--- config.mk ---
export PLATFORM = sky130hd
export DESIGN_NAME = ppgu_top
export DESIGN_NICKNAME = d
export VERILOG_FILES = /design/src/ppgu_top.v
export VERILOG_INCLUDE_DIRS = /design/src /design/src/src
export SDC_FILE = /design/constraint.sdc
export NUM_CORES = 1
export LEC_CHECK = 0
export ABC_AREA = 1
export BUFFER_PORTS_ARGS = -buffer_cell sky130_fd_sc_hd__buf_4
export CAP_MARGIN = 20
export CORE_UTILIZATION = 54
export DETAILED_ROUTE_END_ITERATION = 6
export PLACE_DENSITY = 0.85
export SKIP_CTS_REPAIR_TIMING = 1
export SLEW_MARGIN = 20
export SYNTH_ARGS = -nofsm -noshare
export SYNTH_HDL_FRONTEND = slang
export SYNTH_SLANG_ARGS = --single-unit
--- constraint.sdc ---
create_clock -name clk -period 4.1 [get_ports clk]
set_input_delay 0.615 -clock clk [delete_from_list [all_inputs] [get_ports clk]]
set_output_delay 0.615 -clock clk [all_outputs]
set_load 0.005 [all_outputs]
--- src/ppgu_defs.vh ---
// Purpose: constants for the pulse pattern next-data upper block
// Assumes: 32-bit Avalon-MM, byte address = 4 * register index
// Notes: register values sit in bits 7:0, bits 31:8 read zero
//
// Overview of operation
// - group 2 select 00/01/1x picks timer 0/1/2
// - group 3 select 00/01/1x picks timer 0/1/2
// - upper enable bit gates output and transfer
// - lower enable bit gates output and port A transfer
// - next bits 15:8 go to port B 7:0
// - next bits 7:0 go to port A 7:0
// - shared trigger: both groups in first byte
// - split trigger: group 3 first, group 2 second
`ifndef PPGU_DEFS_VH
`define PPGU_DEFS_VH

`define PPGU_ADDR_W 22
`define PPGU_IDX_W 20

// register indices
`define PPGU_IDX_ENABLE_UPPER 20'hFFFA2
`define PPGU_IDX_ENABLE_LOWER 20'hFFFA3
`define PPGU_IDX_NEXT_UPPER_SHARED 20'hFFFA4
`define PPGU_IDX_NEXT_LOWER_SHARED 20'hFFFA5
`define PPGU_IDX_NEXT_UPPER_GROUP2 20'hFFFA6
`define PPGU_IDX_NEXT_LOWER_GROUP0 20'hFFFA7
`define PPGU_IDX_TRIG_SEL 20'hFFFA8

// trigger select field positions, two bits per group
`define PPGU_TRIG_G0_LSB 0
`define PPGU_TRIG_G1_LSB 2
`define PPGU_TRIG_G2_LSB 4
`define PPGU_TRIG_G3_LSB 6

// trigger select codes
`define PPGU_SEL_CH0 2'h0
`define PPGU_SEL_CH1 2'h1

// reset values
`define PPGU_RST_ENABLE 8'h00
`define PPGU_RST_TRIG_SEL 8'h00
`define PPGU_RST_NEXT 4'h0
`define PPGU_RST_PINS 8'h00
`define PPGU_RST_RDATA 32'h00000000

// answer latency in clock edges from request to waitrequest low
`define PPGU_ACK_CYCLES 1

`endif

--- src/ppgu_top.v ---
// Purpose: next-data enables, trigger routing and pattern pins
// Assumes: compare match inputs are one-cycle pulses on clk
// Notes: one wait state on every access, unmapped reads return zero
`timescale 1ns/1ps
`default_nettype none
`include "ppgu_defs.vh"

module ppgu_top (
   input wire clk,
   input wire sys_rst,
   input wire [`PPGU_ADDR_W-1:0] avs_address,
   input wire avs_read,
   input wire avs_write,
   input wire [31:0] avs_writedata,
   input wire [3:0] avs_byteenable,
   output reg [31:0] avs_readdata,
   output reg avs_waitrequest,
   input wire [2:0] cmp_match,
   output reg [7:0] porta_out,
   output reg [7:0] portb_out,
   output reg [7:0] porta_tpc_en,
   output reg [7:0] portb_tpc_en
);

   // bus state
   reg [31:0] rdata_d;
   wire req;
   wire take;
   wire [`PPGU_IDX_W-1:0] idx;
   wire lane0;
   wire wr_ok;

   // registers
   reg [7:0] en_upper_q;
   reg [7:0] en_lower_q;
   reg [7:0] trig_sel_q;
   reg [3:0] nd_q [0:3];

   // decoded strobes
   wire hit_en_upper;
   wire hit_en_lower;
   wire hit_trig;
   wire hit_up_first;
   wire hit_lo_first;
   wire hit_up_second;
   wire hit_lo_second;

   // per group decode
   wire [3:0] grp_trig;
   wire [1:0] grp_chan [0:3];
   wire shared_upper;
   wire shared_lower;
   wire [15:0] en_all;
   wire [15:0] pins_q;

   // code 1x always means timer 2, so a torn 10 entry cannot misroute
   function [1:0] ppgu_chan;
      input [1:0] code;
      begin
         if (code == `PPGU_SEL_CH0) begin
            ppgu_chan = 2'h0;
         end else if (code == `PPGU_SEL_CH1) begin
            ppgu_chan = 2'h1;
         end else begin
            ppgu_chan = 2'h2;
         end
      end
   endfunction

   assign req = avs_read | avs_write;
   // the access completes on the edge that sees waitrequest low
   assign take = req & ~avs_waitrequest;
   assign idx = avs_address[`PPGU_ADDR_W-1:2];
   assign lane0 = avs_byteenable[0];
   assign wr_ok = take & avs_write & lane0;

   assign hit_en_upper = (idx == `PPGU_IDX_ENABLE_UPPER);
   assign hit_en_lower = (idx == `PPGU_IDX_ENABLE_LOWER);
   assign hit_trig = (idx == `PPGU_IDX_TRIG_SEL);
   assign hit_up_first = (idx == `PPGU_IDX_NEXT_UPPER_SHARED);
   assign hit_lo_first = (idx == `PPGU_IDX_NEXT_LOWER_SHARED);
   assign hit_up_second = (idx == `PPGU_IDX_NEXT_UPPER_GROUP2);
   assign hit_lo_second = (idx == `PPGU_IDX_NEXT_LOWER_GROUP0);

   // group channel decode
   assign grp_chan[0] = ppgu_chan(trig_sel_q[`PPGU_TRIG_G0_LSB+1:`PPGU_TRIG_G0_LSB]);
   assign grp_chan[1] = ppgu_chan(trig_sel_q[`PPGU_TRIG_G1_LSB+1:`PPGU_TRIG_G1_LSB]);
   assign grp_chan[2] = ppgu_chan(trig_sel_q[`PPGU_TRIG_G2_LSB+1:`PPGU_TRIG_G2_LSB]);
   assign grp_chan[3] = ppgu_chan(trig_sel_q[`PPGU_TRIG_G3_LSB+1:`PPGU_TRIG_G3_LSB]);

   // sharing is judged on the decoded channel, so codes 10 and 11 match
   assign shared_upper = (grp_chan[2] == grp_chan[3]);
   assign shared_lower = (grp_chan[0] == grp_chan[1]);

   assign en_all = {en_upper_q, en_lower_q};
   assign pins_q = {portb_out, porta_out};

   // bus handshake: one wait state, then one cycle of waitrequest low
   always @(posedge clk) begin
      if (sys_rst) begin
         avs_waitrequest <= 1'b1;
      end else if (req & avs_waitrequest) begin
         avs_waitrequest <= 1'b0;
      end else begin
         avs_waitrequest <= 1'b1;
      end
   end

   // read mux, loaded while the answer is being prepared
   always @* begin
      rdata_d = `PPGU_RST_RDATA;
      if (hit_en_upper) begin
         rdata_d[7:0] = en_upper_q;
      end else if (hit_en_lower) begin
         rdata_d[7:0] = en_lower_q;
      end else if (hit_trig) begin
         rdata_d[7:0] = trig_sel_q;
      end else if (hit_up_first) begin
         rdata_d[7:0] = shared_upper ? {nd_q[3], nd_q[2]} : {nd_q[3], 4'h0};
      end else if (hit_up_second) begin
         rdata_d[7:0] = shared_upper ? 8'h00 : {4'h0, nd_q[2]};
      end else if (hit_lo_first) begin
         rdata_d[7:0] = shared_lower ? {nd_q[1], nd_q[0]} : {nd_q[1], 4'h0};
      end else if (hit_lo_second) begin
         rdata_d[7:0] = shared_lower ? 8'h00 : {4'h0, nd_q[0]};
      end
   end

   always @(posedge clk) begin
      if (sys_rst) begin
         avs_readdata <= `PPGU_RST_RDATA;
      end else if (avs_read & avs_waitrequest) begin
         avs_readdata <= rdata_d;
      end
   end

   // control registers
   always @(posedge clk) begin
      if (sys_rst) begin
         en_upper_q <= `PPGU_RST_ENABLE;
         en_lower_q <= `PPGU_RST_ENABLE;
         trig_sel_q <= `PPGU_RST_TRIG_SEL;
      end else begin
         if (wr_ok & hit_en_upper) begin
            en_upper_q <= avs_writedata[7:0];
         end
         if (wr_ok & hit_en_lower) begin
            en_lower_q <= avs_writedata[7:0];
         end
         if (wr_ok & hit_trig) begin
            trig_sel_q <= avs_writedata[7:0];
         end
      end
   end

   // enables also drive the pin function select, both from flip-flops
   always @(posedge clk) begin
      if (sys_rst) begin
         porta_tpc_en <= `PPGU_RST_ENABLE;
         portb_tpc_en <= `PPGU_RST_ENABLE;
      end else begin
         porta_tpc_en <= en_lower_q;
         portb_tpc_en <= en_upper_q;
      end
   end

   // per group: trigger pick, next-data storage and pin transfer
   genvar g;
   generate
      for (g = 0; g < 4; g = g + 1) begin : grp
         wire is_odd;
         wire shared;
         wire hit_first;
         wire hit_second;
         wire wr_grp;
         wire [3:0] wr_val;
         reg [3:0] pin_d;

         assign is_odd = (g % 2) == 1;
         assign shared = (g >= 2) ? shared_upper : shared_lower;
         assign hit_first = (g >= 2) ? hit_up_first : hit_lo_first;
         assign hit_second = (g >= 2) ? hit_up_second : hit_lo_second;

         // odd group always lives in the high nibble of the first byte;
         // even group joins it only when both share a trigger
         assign wr_grp = is_odd ? (wr_ok & hit_first) :
            (shared ? (wr_ok & hit_first) : (wr_ok & hit_second));
         assign wr_val = is_odd ? avs_writedata[7:4] : avs_writedata[3:0];

         assign grp_trig[g] = cmp_match[grp_chan[g]];

         always @(posedge clk) begin
            if (sys_rst) begin
               nd_q[g] <= `PPGU_RST_NEXT;
            end else if (wr_grp) begin
               nd_q[g] <= wr_val;
            end
         end

         // a write in the trigger cycle is missed by that match
         always @* begin
            pin_d = pins_q[g*4+3:g*4];
            if (grp_trig[g]) begin
               pin_d = (nd_q[g] & en_all[g*4+3:g*4]) |
                  (pins_q[g*4+3:g*4] & ~en_all[g*4+3:g*4]);
            end
         end
      end
   endgenerate

   // pins in the same bit order as the next-data bits
   always @(posedge clk) begin
      if (sys_rst) begin
         porta_out <= `PPGU_RST_PINS;
         portb_out <= `PPGU_RST_PINS;
      end else begin
         porta_out <= {grp[1].pin_d, grp[0].pin_d};
         portb_out <= {grp[3].pin_d, grp[2].pin_d};
      end
   end

endmodule
`default_nettype wire

* Word-level counts from Yosys, hierarchy flattened
Memory sizes are Yosys's and may differ from the RTL's.
Cells that the tools add are included.
** Cells by class
- Magnitude comparators :: 4
- Eq/ne operators :: 13
- Multiplexer cells :: 48
- Bitwise logic cells :: 34
- Reductions and logical operators :: 4
** Operator list (number)
- 20-bit equality test, second input constant :: 7
- 8-bit two-way mux :: 6
- 4-bit two-way mux :: 9
- 4-bit bitwise AND :: 8
- 1-bit two-way mux :: 21
- 2-bit two-way mux :: 8
- 4-bit inverter :: 4
- 4-bit OR :: 4
- 1-bit bitwise AND :: 12
- 2-bit by 3-bit < comparator with 1-bit output, second input constant :: 4
- 1-bit binary-select mux with 2-bit select :: 4
- 2-bit by 1-bit equality test with 1-bit output, second input constant :: 4
- 2-bit zero test :: 4
- 1-bit OR :: 5
- 2-bit equality test :: 2
- 1-bit inverter :: 1
** Storage, ports and cells
- Flip-flop bits (word level) :: 65
- RAM bits :: 16
- Input bits :: 65
- Output and inout bits :: 65
- Logic and storage cells :: 115
- Memories :: 1
** Memory list
- nd_q :: depth 4, width 4, read ports 4, clocked after memory_dff 0, write ports 4, line ppgu_top.v:37 : reg [3:0] nd_q [0:3];

* Logic depth before layout (Yosys ltp)
- Depth after elaboration :: 12
- Depth in mapped cells :: 13
- Depth with buffers taken out :: 13

* Worst setup path after synthesis
No wires, ideal clock.
- Path type :: in2reg
- Start point :: in avs_address[6]
- End point :: mem nd_q[1][0], enable pin
- Library setup time :: 362 ps
- Arrival time :: 1583 ps
- Required time :: 3738 ps
- Path slack :: 2155 ps
- Stages :: 6
- Path buffers :: 1
- Cell sequence :: nor2_2 -> nand3_2 -> nor2_4 -> buf_6 -> nand2_1 -> o21ai_0
** RTL lines
- start: declaration :: line ppgu_top.v:11 : input wire [`PPGU_ADDR_W-1:0] avs_address,
- end: declaration :: line ppgu_top.v:37

==> results.sh <==
export IMPL_grt_first_pass_wirelength_um=15100
export IMPL_p_leak_nw=1.95
export IMPL_finalHoldViolations=0
export IMPL_overflow=0
export IMPL_cts_root_buf="clkbuf_8"
export IMPL_cts_made_buffers=9
export IMPL_cellPowerDensity_nw_per_um2=317
export IMPL_stdcell_area_um2=4560
export IMPL_worst_pin_slew_ns=1.03
export IMPL_ys_warn_count=0
export IMPL_grt_antenna_before_repair=0
export IMPL_path_clk_slew_ns=0.08
export IMPL_cts_sinks=81
export IMPL_outcome="completed"
export IMPL_placed_area_um2=4380
export IMPL_dr_pass1_iters=5
export IMPL_final_setup_viol_count=0
export IMPL_post_drt_wl_per_cell_um=14.3
export IMPL_synth_ff_type="dfxtp_1"
export IMPL_synth_area_um2=3860
export IMPL_slew_violations=0
export IMPL_async_flop_share_pct=0
export IMPL_crit_type="input port to register"
export IMPL_initial_core_util_pct=56.5
export IMPL_cp_max_fo=18
export IMPL_io_buffers=76
export IMPL_dp_hpwl_um=7080
export IMPL_cp_required_ns=4.08
export IMPL_vias_per_cell=5.42
export IMPL_period_minus_slack_ns=2.14
export IMPL_max_vdd_ir_drop_mv=0.130
export IMPL_yosysTopAreaCell="dfxtp_1"
export IMPL_cp_end_kind="register"
export IMPL_ios=130
export IMPL_synthToLayoutAreaGrowth_pct=18.2
export IMPL_wl_um=9680
export IMPL_ant_nets=0
export IMPL_maxSlewHeadroom_pct=31.0
export IMPL_arrival_ns=2.12
export IMPL_drive_above_1_share_pct=20.6
export IMPL_syn_inst=505
export IMPL_drc_errors=0
export IMPL_avgSynthCellArea_um2=7.64
export IMPL_antennaDiodeCount=0
export IMPL_die_w_um=86.5
export IMPL_gp_congestion=0.957
export IMPL_initialDrtViolationCount=266
export IMPL_die_area_um2=7490
export IMPL_grt_pass1_vias=3286
export IMPL_vias=3678
export IMPL_final_setup_tns_ns=0
export IMPL_clock_skew_ns=0.00435
export IMPL_grt_total_usage_pct=26.2
export IMPL_cts_tree="done"
export IMPL_final_cell_count_no_fill=678
export IMPL_yosys_area_top_type_share_pct=33.7
export IMPL_fmax_mhz=467
export IMPL_coreArea_um2=6830
export IMPL_maxCapViolCount=0
export IMPL_period_share_pct=52.2
export IMPL_rsz0062_at_grt="no"
export IMPL_cts_max_level=3
export IMPL_fin_util_pct=66.7
export IMPL_synth_enable_flop_cells=16
export IMPL_synth_seq_area_share_pct=46.2
export IMPL_synth_seq_cells=81
export IMPL_num_nets_final=642
export IMPL_ys_top_cells_by_count="nand2_1, dfxtp_1, inv_1"
export IMPL_synth_cell_types=31
export IMPL_dp_cells=662
export IMPL_regArea_um2=1780
export IMPL_yosysMostFrequentCell="nand2_1"
export IMPL_die_h_um=86.5
export IMPL_fin_ws_ns=1.96
export IMPL_min_path_type="register to register"
export IMPL_nFillCells=584
export IMPL_rows=30
export IMPL_synth_area_leaders="dfxtp_1, edfxtp_1, nand2_1"
export IMPL_grt_max_degree=43
export IMPL_critPathLaunchType="input port"
export IMPL_dpl_worst_slack_ns=1.65
export IMPL_clock_path_buffers=2
export IMPL_multi_input_area_um2=1690
export IMPL_clk_latency_ns=0.35
## cell usage in the layout (no fill, tap or decap), types with 2 or more instances in the layout
cell,instances
clkinv_2,3
o21ai_0,41
nand3_2,5
a21oi_1,48
o21ai_1,5
nor2_1,45
a21boi_0,4
edfxtp_1,16
nand4_1,12
nand3_1,29
inv_4,2
nor2_2,5
conb_1,24
o21bai_1,3
o211ai_1,5
a21oi_2,5
dfxtp_1,65
nand2_1,105
inv_1,57
nor2_4,4
nand2_2,4
buf_4,76
clkbuf_8,11
## cells by family (layout without fill, tap and decap cells)
logic type      after synthesis  in the layout  synth area share (%)
compound gates              113            113                  16.1
buf+inv                      97            151                  12.4
flops                        81             81                  46.2
other cells                   1             24                0.0972
simple gates                213            213                  25.3
## final cells by class
| type | count | area share, % |
|---|---|---|
| clock buffer | 11 | 3.32 |
| clock inverter | 5 | 0.604 |
| inverter | 59 | 4.86 |
| multi-input combinational | 350 | 37.0 |
| sequential | 81 | 39.1 |
| tap | 96 | 2.63 |
| timing repair buffer | 76 | 12.5 |
## layer usage
layer	share of wire (%)	routed length, µm	up-vias	global-route usage [%]
li1	-	-	1744	-
met3	7.6	740	32	4.86
met1	41	3950	1702	32.2
met5	0	0	-	0
met2	49	4720	200	43.7
met4	2.8	273	0	14.2
## through the flow
step | hold slack [ns] | total power [W]
after floorplan | 0.437 | 0.000899
after global placement | 0.443 | 0.000926
after detailed placement | 0.455 | 0.000929
after CTS | 0.467 | 0.00145
after global routing | 0.475 | 0.00150
final | 0.462 | 0.00145
## critical path, stage by stage
cell     delay, ns
buf_4         0.11
nor2_2        0.14
nand3_2       0.11
nor2_4        0.38
nand2_1       0.15
o21ai_0       0.61
## path summary, 6_finish.rpt
kind              cells after the start  slack [ns]       startpoint       endpoint
hold reg to reg                       2        0.46         register       register
hold / removal                        2        0.46         register       register
setup reg to reg                      6        2.03  avs_waitrequest  en_lower_q[1]
setup / recovery                      6        1.96   avs_address[6]     nd_q[3][3]
## power breakdown
group	internal [W]	total (W)	switching [W]	leakage, nW
registers	0.000816	0.000821	0.00000491	0.689
logic	0.0000331	0.0000918	0.0000587	1.16
clock network	0.000251	0.000534	0.000283	0.0997
total	0.00110	0.00145	0.000347	1.95
(Power assumes the default switching activity.)
